==> config.mk <==
export PLATFORM = sky130hd
export DESIGN_NAME = sld_driver
export DESIGN_NICKNAME = d
export VERILOG_FILES = /design/src/pkg/sld_pkg.sv /design/src/hdl/sld_fifo.sv /design/src/hdl/sld_driver.sv
export SDC_FILE = /design/constraint.sdc
export NUM_CORES = 1
export LEC_CHECK = 0
export BUFFER_PORTS_ARGS = -buffer_cell sky130_fd_sc_hd__buf_4
export CORE_AREA = 4 4 160 162
export CTS_CLUSTER_DIAMETER = 100
export DETAILED_ROUTE_END_ITERATION = 10
export DIE_AREA = 0 0 164 166
export PLACE_DENSITY = 0.83
export SYNTH_ARGS = -nofsm -noshare
export SYNTH_HDL_FRONTEND = slang
export SYNTH_SLANG_ARGS = --single-unit
==> constraint.sdc <==
create_clock -name core_clk -period 9.3 [get_ports core_clk]
set_input_delay 1.395 -clock core_clk [delete_from_list [all_inputs] [get_ports core_clk]]
set_output_delay 1.395 -clock core_clk [all_outputs]
set_load 0.02 [all_outputs]
==> src/pkg/sld_pkg.sv <==
// Package for the serial LED segment driver: frame layout and timing counts.
// Assumes core_clk at 40 MHz; the serial clock arrives asynchronously.
package sld_pkg;

  // ----------------------------------------
  // Frame layout
  // ----------------------------------------
  localparam int SLD_DATA_BITS = 35;
  localparam int SLD_FRAME_CLOCKS = 36;
  localparam int SLD_CNT_W = 6;
  localparam logic [5:0] SLD_CNT_RESET = 6'h00;
  localparam logic [34:0] SLD_LATCH_RESET = 35'h0;

  // ----------------------------------------
  // Timing
  // ----------------------------------------
  localparam int SLD_CORE_CLK_HZ = 40000000;
  localparam int SLD_SCLK_MAX_HZ = 500000;
  // Core cycles in the shortest serial-clock period
  localparam int SLD_SCLK_MIN_CYC = SLD_CORE_CLK_HZ / SLD_SCLK_MAX_HZ;

  // ----------------------------------------
  // Receiver states
  // ----------------------------------------
  typedef enum logic [2:0] {
    SLD_IDLE = 3'b001,
    SLD_SHIFT = 3'b010,
    SLD_CLEAR = 3'b100
  } sld_state_t;

endpackage : sld_pkg

==> src/hdl/sld_fifo.sv <==
// Small synchronous FIFO carrying completed frames to the output latches.
// Assumes one clock and synchronous active-low reset.
`timescale 1ns/100ps
module sld_fifo #(
  parameter int WIDTH = 35,
  parameter int DEPTH = 8
) (
  input wire logic core_clk,
  input wire logic rst_n,
  input wire logic in_valid,
  output logic in_ready,
  input wire logic [WIDTH-1:0] in_data,
  output logic out_valid,
  input wire logic out_ready,
  output logic [WIDTH-1:0] out_data
);

  localparam int AW = $clog2(DEPTH);

  logic [WIDTH-1:0] mem_reg [DEPTH];
  logic [AW-1:0] wr_ptr_reg;
  logic [AW-1:0] rd_ptr_reg;
  logic [AW:0] count_reg;
  logic push;
  logic pop;

  assign in_ready = (count_reg != (AW+1)'(DEPTH));
  assign out_valid = (count_reg != '0);
  assign push = in_valid && in_ready;
  assign pop = out_valid && out_ready;
  assign out_data = mem_reg[rd_ptr_reg];

  // ----------------------------------------
  // Storage
  // ----------------------------------------
  always_ff @(posedge core_clk) begin
    if (push) begin
      mem_reg[wr_ptr_reg] <= in_data;
    end
  end

  // ----------------------------------------
  // Pointers
  // ----------------------------------------
  always_ff @(posedge core_clk) begin
    if (!rst_n) begin
      wr_ptr_reg <= '0;
      rd_ptr_reg <= '0;
      count_reg <= '0;
    end else begin
      if (push) begin
        wr_ptr_reg <= (wr_ptr_reg == AW'(DEPTH-1)) ? '0 : wr_ptr_reg + 1'b1;
      end
      if (pop) begin
        rd_ptr_reg <= (rd_ptr_reg == AW'(DEPTH-1)) ? '0 : rd_ptr_reg + 1'b1;
      end
      if (push && !pop) begin
        count_reg <= count_reg + 1'b1;
      end else if (pop && !push) begin
        count_reg <= count_reg - 1'b1;
      end
    end
  end

endmodule : sld_fifo

==> src/hdl/sld_driver.sv <==
// Serial LED segment driver: frame receiver, transfer FIFO and output latches.
// Assumes serial clock, data and enable pins are asynchronous to core_clk.
//
// Summary of operation
// - Frames arrive on serial data plus clock only; no load strobe exists.
// - On 36th clock high phase, transfer all 35 shifted bits to latches.
// - In following clock low phase, clear all shift stages.
// - Clear spares first stage master so a following start bit is caught.
// - Reset clears every shift stage and every output latch.
// - After reset, a start bit with first clock resumes reception.
// - First data bit after start drives output bit 1, onward in order.
// - Latched one turns its output on; zero leaves it off.
// - Outputs hold between transfers; change only where new bit differs.
// - Reduced variant loses output 35, using that position as data enable.
// - Shift chain is static; clock may stop indefinitely between edges.
`timescale 1ns/100ps
module sld_driver
  import sld_pkg::*;
#(
  parameter int DATA_BITS = SLD_DATA_BITS,
  parameter int FIFO_DEPTH = 8,
  parameter bit REDUCED = 1'b0
) (
  input wire logic core_clk,
  input wire logic rst_n,
  input wire logic ser_clk,
  input wire logic ser_data,
  input wire logic data_enable,
  output logic [DATA_BITS-1:0] seg_on,
  output logic frame_stall
);

  // ----------------------------------------
  // Input synchronisers
  // ----------------------------------------
  logic [2:0] sync1_reg;
  logic [2:0] sync2_reg;
  logic clk_prev_reg;

  always_ff @(posedge core_clk) begin
    if (!rst_n) begin
      sync1_reg <= 3'h0;
      sync2_reg <= 3'h0;
      clk_prev_reg <= 1'b0;
    end else begin
      sync1_reg <= {data_enable, ser_data, ser_clk};
      sync2_reg <= sync1_reg;
      clk_prev_reg <= sync2_reg[0];
    end
  end

  logic s_clk;
  logic s_data;
  logic s_en;
  logic clk_rise;
  logic clk_fall;
  logic gate_ok;

  assign s_clk = sync2_reg[0];
  assign s_data = sync2_reg[1];
  assign s_en = sync2_reg[2];
  // Full variant ignores the enable pin and is always listening
  assign gate_ok = REDUCED ? s_en : 1'b1;
  assign clk_rise = s_clk && !clk_prev_reg && gate_ok;
  assign clk_fall = !s_clk && clk_prev_reg && gate_ok;

  // ----------------------------------------
  // Frame receiver
  // ----------------------------------------
  // Shift state is held in flops; nothing times out, so a stopped clock
  // simply freezes the frame in place.
  sld_state_t state_reg;
  logic [SLD_CNT_W-1:0] count_reg;
  logic [DATA_BITS-1:0] shift_reg;
  logic [DATA_BITS-1:0] frm_in;
  logic in_idle;
  logic in_shift;
  logic in_clear;
  logic start_seen;
  logic last_clock;
  logic chain_shift;
  logic chain_clear;
  logic load_pulse;
  logic fifo_ready;

  assign in_idle = (state_reg == SLD_IDLE);
  assign in_shift = (state_reg == SLD_SHIFT);
  assign in_clear = (state_reg == SLD_CLEAR);
  // Start bit of one opens a frame; zeros are idle clocks
  assign start_seen = clk_rise && s_data && (in_idle || in_clear);
  assign last_clock = (count_reg == SLD_CNT_W'(SLD_FRAME_CLOCKS - 1));
  assign chain_shift = clk_rise && in_shift;
  // Clear waits for the low phase, or for a rise that comes first
  assign chain_clear = in_clear && (clk_fall || clk_rise);

  // Transfer on the 36th rise; stalls only if the FIFO is full
  assign load_pulse = chain_shift && last_clock && fifo_ready;
  assign frame_stall = !fifo_ready;

  // Last data bit rides the very rise that transfers the frame,
  // so it joins the word here rather than a cycle later
  always_comb begin
    frm_in = shift_reg;
    if (chain_shift && last_clock) begin
      frm_in[DATA_BITS-1] = s_data;
    end
  end

  // ----------------------------------------
  // Frame state
  // ----------------------------------------
  always_ff @(posedge core_clk) begin
    if (!rst_n) begin
      state_reg <= SLD_IDLE;
    end else begin
      case (state_reg)
        SLD_IDLE: begin
          if (start_seen) begin
            state_reg <= SLD_SHIFT;
          end
        end
        SLD_SHIFT: begin
          // A full FIFO parks the frame at its last clock
          if (load_pulse) begin
            state_reg <= SLD_CLEAR;
          end
        end
        SLD_CLEAR: begin
          if (clk_rise) begin
            state_reg <= s_data ? SLD_SHIFT : SLD_IDLE;
          end else if (clk_fall) begin
            state_reg <= SLD_IDLE;
          end
        end
        default: begin
          state_reg <= SLD_IDLE;
        end
      endcase
    end
  end

  // ----------------------------------------
  // Clock count
  // ----------------------------------------
  // One after the start bit, 35 on the last data bit
  always_ff @(posedge core_clk) begin
    if (!rst_n) begin
      count_reg <= SLD_CNT_RESET;
    end else if (start_seen) begin
      count_reg <= SLD_CNT_W'(1);
    end else if (chain_clear) begin
      count_reg <= SLD_CNT_RESET;
    end else if (chain_shift && !last_clock) begin
      count_reg <= count_reg + 1'b1;
    end
  end

  // ----------------------------------------
  // Shift chain
  // ----------------------------------------
  // Stage k takes clock k+1; the start stage lives in the state machine,
  // so the clear never swallows a start bit
  genvar si;
  generate
    for (si = 0; si < DATA_BITS; si++) begin : g_chain
      always_ff @(posedge core_clk) begin
        if (!rst_n) begin
          shift_reg[si] <= 1'b0;
        end else if (chain_clear) begin
          shift_reg[si] <= 1'b0;
        end else if (chain_shift && count_reg == SLD_CNT_W'(si + 1)) begin
          shift_reg[si] <= s_data;
        end
      end
    end
  endgenerate

  // ----------------------------------------
  // Transfer FIFO
  // ----------------------------------------
  logic frm_valid;
  logic [DATA_BITS-1:0] frm_data;

  sld_fifo #(
    .WIDTH(DATA_BITS),
    .DEPTH(FIFO_DEPTH)
  ) u_fifo (
    .core_clk(core_clk),
    .rst_n(rst_n),
    .in_valid(load_pulse),
    .in_ready(fifo_ready),
    .in_data(frm_in),
    .out_valid(frm_valid),
    .out_ready(1'b1),
    .out_data(frm_data)
  );

  // ----------------------------------------
  // Output latches
  // ----------------------------------------
  // Only bits that differ change; equal bits keep their flop value
  genvar gi;
  generate
    for (gi = 0; gi < DATA_BITS; gi++) begin : g_latch
      always_ff @(posedge core_clk) begin
        if (!rst_n) begin
          seg_on[gi] <= SLD_LATCH_RESET[gi];
        end else if (REDUCED && gi == DATA_BITS - 1) begin
          seg_on[gi] <= 1'b0;
        end else if (frm_valid && frm_data[gi] != seg_on[gi]) begin
          seg_on[gi] <= frm_data[gi];
        end
      end
    end
  endgenerate

endmodule : sld_driver

-- Word level (Yosys, flattened, before mapping)
Memories as Yosys holds them, arrays and structs flattened. A register that Yosys moved wholly into a read port is not among the register bits.
Cells that the tools add are included.
- flip-flop bits (word level): 94
- bits in writable memories: 280
- input bits: 5
- logic and storage cells: 278
- memories: 1
- add/sub/neg operators: 5
- equal/unequal tests: 79
- mux-type cells: 18
- bitwise logic cells: 1
- reductions and logical operators: 95
- memory list (memory ; depth ; bits a word ; rd ports ; clocked after Yosys merged registers in ; wr ports ; RTL line ; RTL):
    u_fifo.mem_reg ; 8 ; 35 ; 1 ; 1 ; 1 ; sld_fifo.sv:20 ; logic [WIDTH-1:0] mem_reg [DEPTH];
- operators with widths (cell ; count):
    $eq A6 B5 Y1 const B ; 16
    $logic_and A1 B1 Y1 ; 81
    $eq A6 B4 Y1 const B ; 8
    $ne A1 B1 Y1 ; 35
    $eq A6 B3 Y1 const B ; 4
    $eq A6 B6 Y1 const B ; 4
    $mux W3 ; 8
    $eq A6 B2 Y1 const B ; 2
    $eq A3 B3 Y1 const B ; 3
    $pmux W3 S3 ; 1
    $mux W4 ; 2
    $add A3 B1 Y3 const B ; 2
    $add A6 B1 Y6 const B ; 1
    $eq A6 B1 Y1 const B ; 1
    $logic_not A1 Y1 ; 6
    $mux W1 ; 6
    $add A4 B1 Y4 const B ; 1
    $ne A2 B1 Y1 const B ; 2
    $ne A4 B4 Y1 const B ; 1
    $reduce_bool A4 Y1 ; 1
    $sub A4 B1 Y4 const B ; 1
    $eq A3 B1 Y1 const B ; 1
    $eq A3 B2 Y1 const B ; 1
    $ne A3 B3 Y1 const B ; 1
    other kinds (8) ; 9

-- Depth between registers and ports, before layout
Gate-level depths: netlist (run 1).
- depth after elaboration: 10
- mapped depth: 13

-- Modules after synthesis
From an unflattened synthesis (run 1), not the netlist that was laid out.
- cell total of the unflattened synthesis: 845
- area total of the unflattened synthesis: 14901.8 µm²
- by module, submodules not included (module ; times used ; cells an instance ; area an instance (µm²) ; seq. area each (µm²)):
    sld_fifo ; 1 ; 480 ; 11452.2 ; 8668.3
    sld_driver ; 1 ; 365 ; 3449.6 ; 1681.6

-- Least setup slack after synthesis (run 1)
Ideal clock, no wire load.
- kind: register to register
- start: register clk_prev_reg
- end: memory u_fifo.mem_reg[4][0], enable pin
- arrival time: 3.772 ns
- required time: 8.829 ns
- slack: 5.057 ns
- cell stages (with the launch flop): 8
- path through: dfxtp_1 > inv_1 > ha_1 > nor4bb_1 > buf_2 > nand4b_4 > or2_1 > nor3_1
- cells in the longest elaborated chain, start to end: 8
- ends and longest elaborated chain (item ; RTL line ; RTL):
    start, declared ; sld_driver.sv:38 ; logic clk_prev_reg;
    start signal, assigned ; sld_driver.sv:48 ; clk_prev_reg <= sync2_reg[0];
    $logic_not A1 Y1 ; sld_driver.sv:64 ; assign clk_rise = s_clk && !clk_prev_reg && gate_ok;
    $logic_and A1 B1 Y1 ; sld_driver.sv:64 ;
    $logic_and A1 B1 Y1 ; sld_driver.sv:92 ; assign chain_shift = clk_rise && in_shift;
    $logic_and A1 B1 Y1 (2 in a row) ; sld_driver.sv:97 ; assign load_pulse = chain_shift && last_clock && fifo_ready;
    $logic_and A1 B1 Y1 ; sld_fifo.sv:29 ; assign push = in_valid && in_ready;
    $mux W1 ; sld_fifo.sv:37 ; if (push) begin
    $mux W1 (implied by the code) ; sld_fifo.sv:38 ; mem_reg[wr_ptr_reg] <= in_data;
    end, declared ; sld_fifo.sv:20 ;
Every way passes these cells.

-- Worst setup path in the final report (run 1)
- start: register sync2_reg[0]
- end: memory u_fifo.mem_reg[4][8], enable pin
- cells in the longest elaborated chain, start to end: 7
- ends and longest elaborated chain (item ; RTL line ; RTL):
    start, declared ; sld_driver.sv:37 ; logic [2:0] sync2_reg;
    start signal, assigned ; sld_driver.sv:47 ; sync2_reg <= sync1_reg;
    $logic_and A1 B1 Y1 ; sld_driver.sv:64 ;
    $logic_and A1 B1 Y1 ; sld_driver.sv:92 ;
    $logic_and A1 B1 Y1 (2 in a row) ; sld_driver.sv:97 ;
    $logic_and A1 B1 Y1 ; sld_fifo.sv:29 ;
    $mux W1 ; sld_fifo.sv:37 ;
    $mux W1 (implied by the code) ; sld_fifo.sv:38 ;
Every way passes these cells.

==> load_flow_metrics.sql, run 1 <==
INSERT INTO impl_metrics (metric_group, metric, value, unit) VALUES
('logic_synthesis', 'synth_ff_type', 'sky130_fd_sc_hd__edfxtp_1', ''),
('logic_synthesis', 'yosys.area.top_type', 'sky130_fd_sc_hd__edfxtp_1', ''),
('floorplan', 'core', '0.0241', 'mm^2'),
('final_layout', 'finish.utilization', '67.1', '%'),
('critical_path', 'rrSetupSlack', '5630', 'ps'),
('final_layout', 'layoutNonFillerInstCount', '1239', ''),
('grt', 'first_global_vias', '7690', ''),
('final_layout', 'num-nets-final', '903', ''),
('timing', 'rsz0062_at_grt', 'no', ''),
('cts', 'cts_num_sinks', '377', ''),
('critical_path', 'cp_max_fo', '32', ''),
('timing', 'worst_slew_pin_slew', '1230', 'ps'),
('timing', 'maxSlewViolCount', '0', ''),
('final_layout', 'regArea', '0.0104', 'mm^2'),
('logic_synthesis', 'syn_area', '0.0143', 'mm^2'),
('critical_path', 'path_cells', 'ha_1 -> nor4bb_4 -> buf_4 -> nand4b_4 -> or2_1 -> nor3_2 -> buf_4', ''),
('critical_path', 'crit_path_dat', '3820', 'ps'),
('logic_synthesis', 'synth_area_leaders', 'sky130_fd_sc_hd__edfxtp_1, sky130_fd_sc_hd__dfxtp_1, sky130_fd_sc_hd__mux4_2', ''),
('critical_path', 'critical_path.endpoint_type', 'flop', ''),
('timing', 'timing.final.hold_violations', '0', ''),
('timing', 'worst_slew_margin_rel', '18.3', '%'),
('critical_path', 'setup.worst_path.start_class', 'flop', ''),
('floorplan', 'floorplan.die.width', '164', 'um'),
('cts', 'cts_inserted_buffers', '37', ''),
('cts', 'clock_tree_from_tritoncts', 'built', ''),
('final_layout', 'multi_input_comb_area', '0.00370', 'mm^2'),
('critical_path', 'critPathRequiredTime', '9450', 'ps'),
('cts', 'clkLatencyLatePin', '520', 'ps'),
('logic_synthesis', 'syn_inst', '851', ''),
('logic_synthesis', 'postSynthAreaPerCell', '16.8', 'um^2'),
('final_layout', 'largest_register_ffs', '280', ''),
('floorplan', 'number_of_standard_cell_rows_in_the_floorplan', '57', ''),
('cts', 'ctsResizeCount', '0', ''),
('grt', 'global_route_wire_length_before_repair', '44.5', 'mm'),
('detailed_routing', 'first_pass_iters', '5', ''),
('grt', 'grt.overflow.total', '0', ''),
('detailed_routing', 'drt-total-wl', '28.2', 'mm'),
('power', 'p_leak', '0.00560', 'uW'),
('final_layout', 'num-fill-cells', '1593', ''),
('critical_path', 'number_of_buffer_and_inverter_instances_along_the_worst_setup_path', '2', ''),
('floorplan', 'start_util', '59.2', '%'),
('critical_path', 'cp_num_cells', '7', ''),
('timing', 'fraction_of_the_cycle_the_final_worst_path_needs', '39.5', '%'),
('place', 'dp_hpwl', '15.5', 'mm'),
('critical_path', 'timing.setup.critical_path_class', 'flop to flop', ''),
('logic_synthesis', 'count_of_distinct_cell_types_in_the_synthesized_netlist', '45', ''),
('place', 'dpl_cell_area', '0.0149', 'mm^2'),
('outcome', 'run_status', 'complete, no violations', ''),
('run', 'cap_viol_max_count', '0', ''),
('critical_path', 'critical_path.slowest_cell', 'sky130_fd_sc_hd__nor3_2', ''),
('cts', 'post-cts-setup-buffer-count', '0', ''),
('cts', 'clk_transition_reported_paths', '60', 'ps'),
('critical_path', 'critPathTopFamily', 'simple AND/OR/NAND/NOR gates', ''),
('place', 'place.gp.congestion', '0.870', ''),
('floorplan', 'die-height', '166', 'um'),
('logic_synthesis', 'synth-edff-count', '280', ''),
('grt', 'number_of_antenna_violations_at_the_first_check_in_global_routing', '0', ''),
('critical_path', 'worstRegToRegCells', '7', ''),
('timing', 'clock_skew', '14.1', 'ps'),
('critical_path', 'timing.critical_path.to', 'u_fifo.mem_reg[4][8]', ''),
('logic_synthesis', 'synthArstFlopShare', '0', '%'),
('final_layout', 'layout-drive-gt1-share', '21.6', '%'),
('logic_synthesis', 'ys_seq_area_share', '72.5', '%'),
('logic_synthesis', 'synth.net_count', '868', ''),
('logic_synthesis', 'ys_ff_latch', '377', ''),
('detailed_routing', 'detail_route.iter0.violations', '645', ''),
('critical_path', 'critPathMaxStageDelay', '850', 'ps'),
('final_layout', 'antenna_cells', '0', ''),
('detailed_routing', 'drtAntennaViolNets', '0', ''),
('floorplan', 'die_area', '0.0272', 'mm^2'),
('cts', 'post_cts_hold_buffer_count', '0', '');
[synth_stat cells, types with 2 or more instances]
cell	count
sky130_fd_sc_hd__a21oi_1	19
sky130_fd_sc_hd__a22oi_1	2
sky130_fd_sc_hd__and2_1	7
sky130_fd_sc_hd__and2b_1	2
sky130_fd_sc_hd__buf_1	6
sky130_fd_sc_hd__buf_2	18
sky130_fd_sc_hd__buf_4	4
sky130_fd_sc_hd__clkbuf_1	29
sky130_fd_sc_hd__dfxtp_1	97
sky130_fd_sc_hd__edfxtp_1	280
sky130_fd_sc_hd__ha_1	12
sky130_fd_sc_hd__inv_1	8
sky130_fd_sc_hd__mux2i_1	30
sky130_fd_sc_hd__mux4_2	70
sky130_fd_sc_hd__nand2_1	12
sky130_fd_sc_hd__nand2b_1	7
sky130_fd_sc_hd__nand3_1	10
sky130_fd_sc_hd__nand4_1	30
sky130_fd_sc_hd__nand4b_1	2
sky130_fd_sc_hd__nor2_1	83
sky130_fd_sc_hd__nor2b_1	6
sky130_fd_sc_hd__nor3_1	5
sky130_fd_sc_hd__nor3b_1	3
sky130_fd_sc_hd__o21ai_0	18
sky130_fd_sc_hd__o21ai_1	29
sky130_fd_sc_hd__o22ai_1	35
sky130_fd_sc_hd__or2_1	2
sky130_fd_sc_hd__xnor2_1	6
sky130_fd_sc_hd__xor2_1	3
[power breakdown]
part	total [uW]	switching [uW]	leakage [uW]	internal [uW]
registers	1950	77.2	0.00341	1880
logic	858	468	0.00156	389
clock network	1520	605	0.000630	918
total	4330	1150	0.00560	3180
[layer usage]
| layer | up-vias | share of wire (%) | track usage (%) |
|---|---|---|---|
| li1 | 3404 | - | - |
| met1 | 3856 | 42 | 29.8 |
| met2 | 239 | 51 | 35.4 |
| met3 | 55 | 5.3 | 2.98 |
| met4 | 0 | 2.0 | 5.40 |
| met5 | - | 0 | 0 |
[how the worst min path moves through the flow]
stage / start / end / slack, ps / depth (start not counted)
6_report: sync1_reg[1] / sync2_reg[1] / 470 / 1
5_1_grt: sync1_reg[1] / sync2_reg[1] / 490 / 1
4_1_cts: sync1_reg[1] / sync2_reg[1] / 470 / 1
3_5_place_dp: sync1_reg[1] / sync2_reg[1] / 440 / 1
3_3_place_gp: sync1_reg[1] / sync2_reg[1] / 420 / 1
2_1_floorplan: sync1_reg[0] / sync2_reg[0] / 410 / 1
[area by class of cell]
class                           count  share of cell area [%]
Sequential cell                   377                    64.1
Multi-Input combinational cell    407                    22.9
Clock buffer                       52                    6.85
Timing Repair Buffer               54                    2.51
Tap cell                          324                    2.51
Clock inverter                     16                   0.975
Inverter                            9                   0.209
[placed cells by master (no fill, tap or decap), drive strengths merged, types with 12 or more instances in the layout]
cell	Yosys	layout
mux4	70	70
a21oi	19	19
o21ai	47	47
buf	29	54
dfxtp	97	97
ha	12	12
clkbuf	29	52
nor2	83	83
nand2	13	13
inv	9	12
edfxtp	280	280
nand4	30	30
mux2i	30	30
o22ai	35	35
[kinds of logic (layout without fill, tap and decap cells)]
group / after synthesis / in the layout / share of synthesized area, %
simple gates: 178 / 178 / 6.44
compound gates: 107 / 107 / 4.16
fa+ha+maj: 12 / 12 / 1.05
flops: 377 / 377 / 72.5
xor+xnor: 9 / 9 / 0.552
buf+inv: 67 / 131 / 2.08
mux: 101 / 101 / 13.2
[worst reg2reg max path, delay by kind of cell, from the launching register on]
family | cells | cell delay [ps]
DFF | 1 | 340
buffers and inverters | 2 | 920
and+or+nand+nor | 4 | 1810
adders and majority gates | 1 | 230
[per-stage QoR]
step                      hold WS, ps  worst slack, ps
after global routing              495             5410
after detailed placement          443             5630
final                             465             5630
after global placement            419             5700
after CTS                         469             5610
after floorplan                   412             5060
Power figures use the tool's default switching activity.
==> run 2: changes to the inputs <==
==> constraint.sdc (replaced) <==
create_clock -name core_clk -period 3.7 [get_ports core_clk]
set_input_delay 0.555 -clock core_clk [delete_from_list [all_inputs] [get_ports core_clk]]
set_output_delay 0.555 -clock core_clk [all_outputs]
set_load 0.02 [all_outputs]
==> load_flow_metrics.sql, run 2 (synthesized netlist as in run 1, its figures left out) <==
INSERT INTO impl_metrics (metric_group, metric, value, unit) VALUES
('timing', 'setup-violations-final', '0', ''),
('critical_path', 'critical_path.endpoint_type', 'flop', ''),
('timing', 'timing.final.hold_violations', '0', ''),
('timing', 'worst_slew_margin_rel', '34.7', '%'),
('grt', 'maximum_number_of_pins_on_one_net_before_global_route_repair', '47', ''),
('cts', 'post_cts_hold_buffer_count', '0', ''),
('timing', 'fraction_of_the_cycle_the_final_worst_path_needs', '76.6', '%'),
('floorplan', 'die_area', '0.0272', 'mm^2'),
('critical_path', 'number_of_buffer_and_inverter_instances_along_the_worst_setup_path', '2', ''),
('timing', 'worst_slew_pin_slew', '976', 'ps'),
('timing', 'fin_setup_tns', '0', 'ps'),
('grt', 'grt.overflow.total', '0', ''),
('critical_path', 'critPathMaxStageDelay', '720', 'ps'),
('detailed_routing', 'via_per_inst', '6.05', ''),
('cts', 'cts_htree_levels', '2', ''),
('run', 'cap_viol_max_count', '0', ''),
('worst_hold_path', 'hold_path.class', 'input port to flop', ''),
('place', 'place.gp.congestion', '0.829', ''),
('floorplan', 'core', '0.0241', 'mm^2'),
('timing', 'maximum_operating_frequency', '353', 'MHz'),
('grt', 'global_route_wire_length_before_repair', '43.6', 'mm'),
('final_layout', 'layout-drive-gt1-share', '21.5', '%'),
('critical_path', 'path_cells', 'nor4b_1 -> nand4b_4 -> inv_1 -> ha_1 -> inv_1 -> ha_1 -> a21oi_1 -> a211oi_1 -> a31oi_1 -> mux2i_1', ''),
('critical_path', 'crit_path_dat', '3260', 'ps'),
('power', 'p_leak', '0.00560', 'uW'),
('place', 'port-buffer-count', '39', ''),
('timing', 'period_needed', '2830', 'ps'),
('final_layout', 'antenna_cells', '0', ''),
('final_layout', 'largest_register_ffs', '280', ''),
('critical_path', 'timing.setup.critical_path_class', 'flop to flop', ''),
('floorplan', 'number_of_standard_cell_rows_in_the_floorplan', '57', ''),
('power', 'finalPower', '10900', 'uW'),
('detailed_routing', 'vias', '7507', ''),
('detailed_routing', 'drc_errors', '0', ''),
('floorplan', 'ios', '41', ''),
('place', 'dp_hpwl', '15.1', 'mm'),
('final_layout', 'final_common_cell', 'sky130_fd_sc_hd__edfxtp_1', ''),
('power', 'max_rail_drop_vdd', '0.477', 'mV'),
('detailed_routing', 'drtAntennaViolNets', '0', ''),
('cts', 'clkLatencyLatePin', '520', 'ps'),
('cts', 'post-cts-setup-buffer-count', '0', ''),
('place', 'numPlacedInstances', '1174', ''),
('final_layout', 'layout_common_cells', 'sky130_fd_sc_hd__edfxtp_1, sky130_fd_sc_hd__dfxtp_1, sky130_fd_sc_hd__nor2_1, sky130_fd_sc_hd__mux4_2, sky130_fd_sc_hd__buf_4', ''),
('power', 'power_density', '672', 'mW/mm^2'),
('detailed_routing', 'avgRoutedWirePerCell', '22.3', 'um'),
('final_layout', 'areaGrowthSynthToFinish', '14.0', '%'),
('detailed_routing', 'drt-total-wl', '27.7', 'mm'),
('critical_path', 'critical_path.slowest_cell', 'sky130_fd_sc_hd__nor4b_1', ''),
('floorplan', 'floorplan.die.width', '164', 'um'),
('final_layout', 'num-nets-final', '906', ''),
('cts', 'ctsResizeCount', '0', ''),
('cts', 'clk_transition_reported_paths', '60', 'ps'),
('cts', 'cts_num_sinks', '377', ''),
('critical_path', 'cp_max_fo', '9', ''),
('grt', 'first_global_vias', '7602', ''),
('timing', 'maxSlewViolCount', '0', ''),
('critical_path', 'critPathRequiredTime', '4130', 'ps'),
('critical_path', 'critPathTopFamily', 'simple AND/OR/NAND/NOR gates', ''),
('floorplan', 'start_util', '59.2', '%'),
('grt', 'groute.usage.overall', '20.8', '%'),
('floorplan', 'die-height', '166', 'um'),
('detailed_routing', 'detail_route.iter0.violations', '667', ''),
('critical_path', 'setup.worst_path.start_class', 'flop', ''),
('timing', 'hold_slack', '251', 'ps'),
('cts', 'cts_inserted_buffers', '37', ''),
('final_layout', 'layoutNonFillerInstCount', '1241', ''),
('cts', 'cts.root.buffer_cell', 'sky130_fd_sc_hd__clkbuf_16', ''),
('outcome', 'run_status', 'complete, no violations', ''),
('cts', 'ctsLongestPathBuffers', '3', ''),
('timing', 'rsz0062_at_grt', 'no', ''),
('timing', 'clock_skew', '32.3', 'ps'),
('grt', 'number_of_antenna_violations_at_the_first_check_in_global_routing', '0', ''),
('detailed_routing', 'first_pass_iters', '5', ''),
('cts', 'clock_tree_from_tritoncts', 'built', '');
## run 2: where the power goes
part	leakage, uW	switching, uW	total [uW]	internal [uW]
Clock	0.000609	1500	3790	2290
Combinational	0.00159	1180	2190	1020
Sequential	0.00341	232	4950	4720
Total	0.00560	2910	10900	8020
## run 2: final timing paths
check	slack (ps)	endpoint	startpoint	depth (start not counted)
worst min register to register	470	sync2_reg[1]	sync1_reg[1]	1
worst max-delay path	870	u_fifo.count_reg[3]	u_fifo.count_reg[0]	10
worst max register to register	870	u_fifo.count_reg[3]	u_fifo.count_reg[0]	10
worst min-delay path	250	sync1_reg[1]	ser_data	2
## run 2: layout make-up
type / count / area, um^2
multi-input combinational: 407 / 3710
clock inverter: 17 / 194
sequential: 377 / 10400
timing repair buffer: 57 / 515
tap: 324 / 405
clock buffer: 50 / 1060
fill: 1589 / 7830
inverter: 9 / 33.8
## run 2: metrics by stage
stage | area [um^2] | utilization (%) | worst slack [ps]
2_1_floorplan | 14300 | - | 398
3_3_place_gp | 15000 | 62.3 | 944
3_5_place_dp | 15000 | 62.3 | 908
4_1_cts | 16300 | 67.5 | 865
5_1_grt | 16300 | 67.5 | 695
6_report | 16300 | 67.5 | 866
## run 2: layer usage
| metal | global-route usage, % | vias to the layer above | part of all wire [%] |
|---|---|---|---|
| met4 | 6.31 | 0 | 2.5 |
| met1 | 28.4 | 3817 | 41 |
| met3 | 3.10 | 44 | 5.5 |
| met5 | 0 | - | 0 |
| met2 | 35.1 | 247 | 51 |
| li1 | - | 3399 | - |
==> run 3: changes to the inputs <==
--- a/config.mk
+++ b/config.mk
@@ -6,11 +6,11 @@
 export NUM_CORES = 1
 export LEC_CHECK = 0
 export BUFFER_PORTS_ARGS = -buffer_cell sky130_fd_sc_hd__buf_4
-export CORE_AREA = 4 4 160 162
+export CORE_AREA = 4 4 165 167
 export CTS_CLUSTER_DIAMETER = 100
 export DETAILED_ROUTE_END_ITERATION = 10
-export DIE_AREA = 0 0 164 166
-export PLACE_DENSITY = 0.83
+export DIE_AREA = 0 0 169 171
+export PLACE_DENSITY = 0.82
 export SYNTH_ARGS = -nofsm -noshare
 export SYNTH_HDL_FRONTEND = slang
 export SYNTH_SLANG_ARGS = --single-unit
==> constraint.sdc (replaced) <==
create_clock -name core_clk -period 2.6 [get_ports core_clk]
set_input_delay 0.39 -clock core_clk [delete_from_list [all_inputs] [get_ports core_clk]]
set_output_delay 0.39 -clock core_clk [all_outputs]
set_load 0.02 [all_outputs]
==> load_flow_metrics.sql, run 3 (synthesized netlist as in run 1, its figures left out) <==
INSERT INTO impl_metrics (metric_group, metric, value, unit) VALUES
('final_layout', 'final_common_cell', 'sky130_fd_sc_hd__edfxtp_1', ''),
('timing', 'maxSlewViolCount', '0', ''),
('detailed_routing', 'top_layer', 'met4', ''),
('detailed_routing', 'route.met3.wl', '2.00', 'mm'),
('critical_path', 'crit-reg2reg-capture', 'u_fifo.mem_reg[0][9]', ''),
('critical_path', 'cp_max_fo', '20', ''),
('floorplan', 'floorplan.die.width', '169', 'um'),
('final_layout', 'layout_common_cells', 'sky130_fd_sc_hd__edfxtp_1, sky130_fd_sc_hd__dfxtp_1, sky130_fd_sc_hd__nor2_1, sky130_fd_sc_hd__mux4_2, sky130_fd_sc_hd__buf_4', ''),
('grt', 'first_global_vias', '7897', ''),
('final_layout', 'antenna_cells', '0', ''),
('critical_path', 'critPathLaunch', 'sync2_reg[0]', ''),
('critical_path', 'critical_path.endpoint_type', 'flop', ''),
('power', 'max_rail_drop_vdd', '0.684', 'mV'),
('cts', 'ctsLongestPathBuffers', '3', ''),
('place', 'dp_hpwl', '16.3', 'mm'),
('detailed_routing', 'drc_errors', '0', ''),
('cts', 'cts_num_sinks', '377', ''),
('power', 'share_seq_of_total_power', '43.9', '%'),
('cts', 'cts.root.buffer_cell', 'sky130_fd_sc_hd__clkbuf_16', ''),
('timing', 'maximum_operating_frequency', '409', 'MHz'),
('grt', 'maximum_number_of_pins_on_one_net_before_global_route_repair', '46', ''),
('detailed_routing', 'avgRoutedWirePerCell', '23.3', 'um'),
('cts', 'post-cts-setup-buffer-count', '0', ''),
('timing', 'worst_slew_pin_slew', '714', 'ps'),
('final_layout', 'layoutNonFillerInstCount', '1267', ''),
('cts', 'cts_inserted_buffers', '37', ''),
('outcome', 'run_status', 'complete, no violations', ''),
('floorplan', 'die-height', '171', 'um'),
('timing', 'setup-violations-final', '0', ''),
('floorplan', 'core', '0.0258', 'mm^2'),
('critical_path', 'critPathRequiredTime', '2780', 'ps'),
('detailed_routing', 'm1WireLength', '11.6', 'mm'),
('grt', 'number_of_antenna_violations_at_the_first_check_in_global_routing', '0', ''),
('detailed_routing', 'first_pass_iters', '5', ''),
('power', 'power.net_switching', '4230', 'uW'),
('final_layout', 'layout-drive-gt1-share', '23.5', '%'),
('timing', 'fraction_of_the_cycle_the_final_worst_path_needs', '94.0', '%'),
('timing', 'timing.final.hold_violations', '0', ''),
('critical_path', 'crit_path_dat', '2620', 'ps'),
('critical_path', 'worstReg2RegStart', 'sync2_reg[0]', ''),
('grt', 'global_route_wire_length_before_repair', '46.3', 'mm'),
('final_layout', 'areaGrowthSynthToFinish', '15.6', '%'),
('timing', 'clock_skew', '24.7', 'ps'),
('power', 'intPower', '11600', 'uW'),
('floorplan', 'ios', '41', ''),
('power', 'p_leak', '0.00571', 'uW'),
('power', 'power_density', '961', 'mW/mm^2'),
('worst_hold_path', 'worstHoldStart', 'ser_clk', ''),
('detailed_routing', 'drtAntennaViolNets', '0', ''),
('detailed_routing', 'via_per_inst', '6.09', ''),
('place', 'port-buffer-count', '39', ''),
('worst_hold_path', 'hold_path.class', 'input port to flop', ''),
('critical_path', 'timing.setup.critical_path_class', 'flop to flop', ''),
('floorplan', 'start_util', '55.4', '%'),
('worst_hold_path', 'worst_hold_path_cells', '2', ''),
('place', 'dp_worst_setup_slack', '203', 'ps'),
('timing', 'period_needed', '2440', 'ps'),
('power', 'clock_power_share', '35.4', '%'),
('cts', 'clock_tree_from_tritoncts', 'built', ''),
('detailed_routing', 'vias', '7721', ''),
('power', 'comb_power_share', '20.7', '%'),
('place', 'numPlacedInstances', '1200', ''),
('critical_path', 'worstRegToRegCells', '7', ''),
('cts', 'cts_htree_levels', '2', ''),
('grt', 'grt.overflow.total', '0', ''),
('cts', 'clkLatencyLatePin', '520', 'ps'),
('run', 'cap_viol_max_count', '0', ''),
('place', 'place.gp.congestion', '0.809', ''),
('detailed_routing', 'met2_length', '15.0', 'mm'),
('worst_hold_path', 'min_delay_worst_endpoint', 'sync1_reg[0]', ''),
('detailed_routing', 'detail_route.iter0.violations', '820', ''),
('final_layout', 'num-fill-cells', '1716', ''),
('final_layout', 'num-nets-final', '921', ''),
('cts', 'post_cts_hold_buffer_count', '0', ''),
('grt', 'groute.usage.overall', '20.9', '%'),
('critical_path', 'setup.worst_path.start_class', 'flop', ''),
('floorplan', 'die_area', '0.0289', 'mm^2'),
('critical_path', 'rrSetupSlack', '160', 'ps'),
('timing', 'worst_slew_margin_rel', '52.3', '%'),
('floorplan', 'number_of_standard_cell_rows_in_the_floorplan', '59', ''),
('cts', 'clk_transition_reported_paths', '60', 'ps'),
('detailed_routing', 'drt-total-wl', '29.5', 'mm'),
('final_layout', 'largest_register_ffs', '280', ''),
('power', 'sw_frac_of_total', '26.7', '%'),
('timing', 'rsz0062_at_grt', 'no', ''),
('timing', 'setup_slack', '157', 'ps');
run 3: worst max-delay path, stage by stage (launching register included):
cell and delay (ps):
sky130_fd_sc_hd__dfxtp_1 340, sky130_fd_sc_hd__ha_2 210, sky130_fd_sc_hd__nor4bb_4 380, sky130_fd_sc_hd__nand4b_4 140, sky130_fd_sc_hd__buf_4 190, sky130_fd_sc_hd__nand2b_2 290, sky130_fd_sc_hd__nor3_4 210, sky130_fd_sc_hd__buf_4 350
run 3: layout make-up:
cell class                      count  area, um^2  share of cell area, %
Sequential cell                   377       10400                   62.8
Tap cell                          335         419                   2.54
Inverter                            9        33.8                  0.205
Multi-Input combinational cell    407        3740                   22.7
Clock inverter                     19         284                   1.72
Timing Repair Buffer               72         666                   4.03
Clock buffer                       48         998                   6.05
run 3: worst max-delay path by stage:
stage / end / depth (start not counted)
after floorplan: u_fifo.mem_reg[5][0] / 5
after CTS: u_fifo.count_reg[3] / 10
final: u_fifo.mem_reg[0][9] / 7
after detailed placement: u_fifo.count_reg[3] / 10
after global routing: u_fifo.mem_reg[0][12] / 8
after global placement: u_fifo.count_reg[3] / 9
run 3: timing repair:
action / 4_1_cts / 5_1_grt
setup endpoints to repair: 0 / 1
resized for setup: 0 / 3
hold endpoints to repair: 0 / 0
run 3: power by group through the flow:
| stage | clock network (uW) | registers, uW | logic [uW] |
|---|---|---|---|
| 2_1_floorplan | 0 | 7320 | 2000 |
| 3_3_place_gp | 0 | 7080 | 3240 |
| 3_5_place_dp | 0 | 7090 | 3300 |
| 4_1_cts | 5680 | 6970 | 3330 |
| 5_1_grt | 5950 | 7010 | 3570 |
| 6_report | 5610 | 6960 | 3280 |
run 3: stage by stage:
stage	instance area, um^2	total power (uW)	setup TNS, ps	hold WS [ps]	utilization (%)
floorplan	14300	9330	-27730	412	-
global placement	15200	10300	0	419	59.0
detailed placement	15200	10400	0	418	59.0
CTS	16500	16000	0	78.0	64.0
global route	16500	16500	0	79.5	64.0
finish	16500	15900	0	89.1	64.0
run 3: routing by layer:
layer  track usage (%)  vias to the layer above
li1                  -                     3428
met1              28.6                     3942
met2              35.2                      285
met3              3.12                       66
met4              6.55                        0
met5                 0                        -
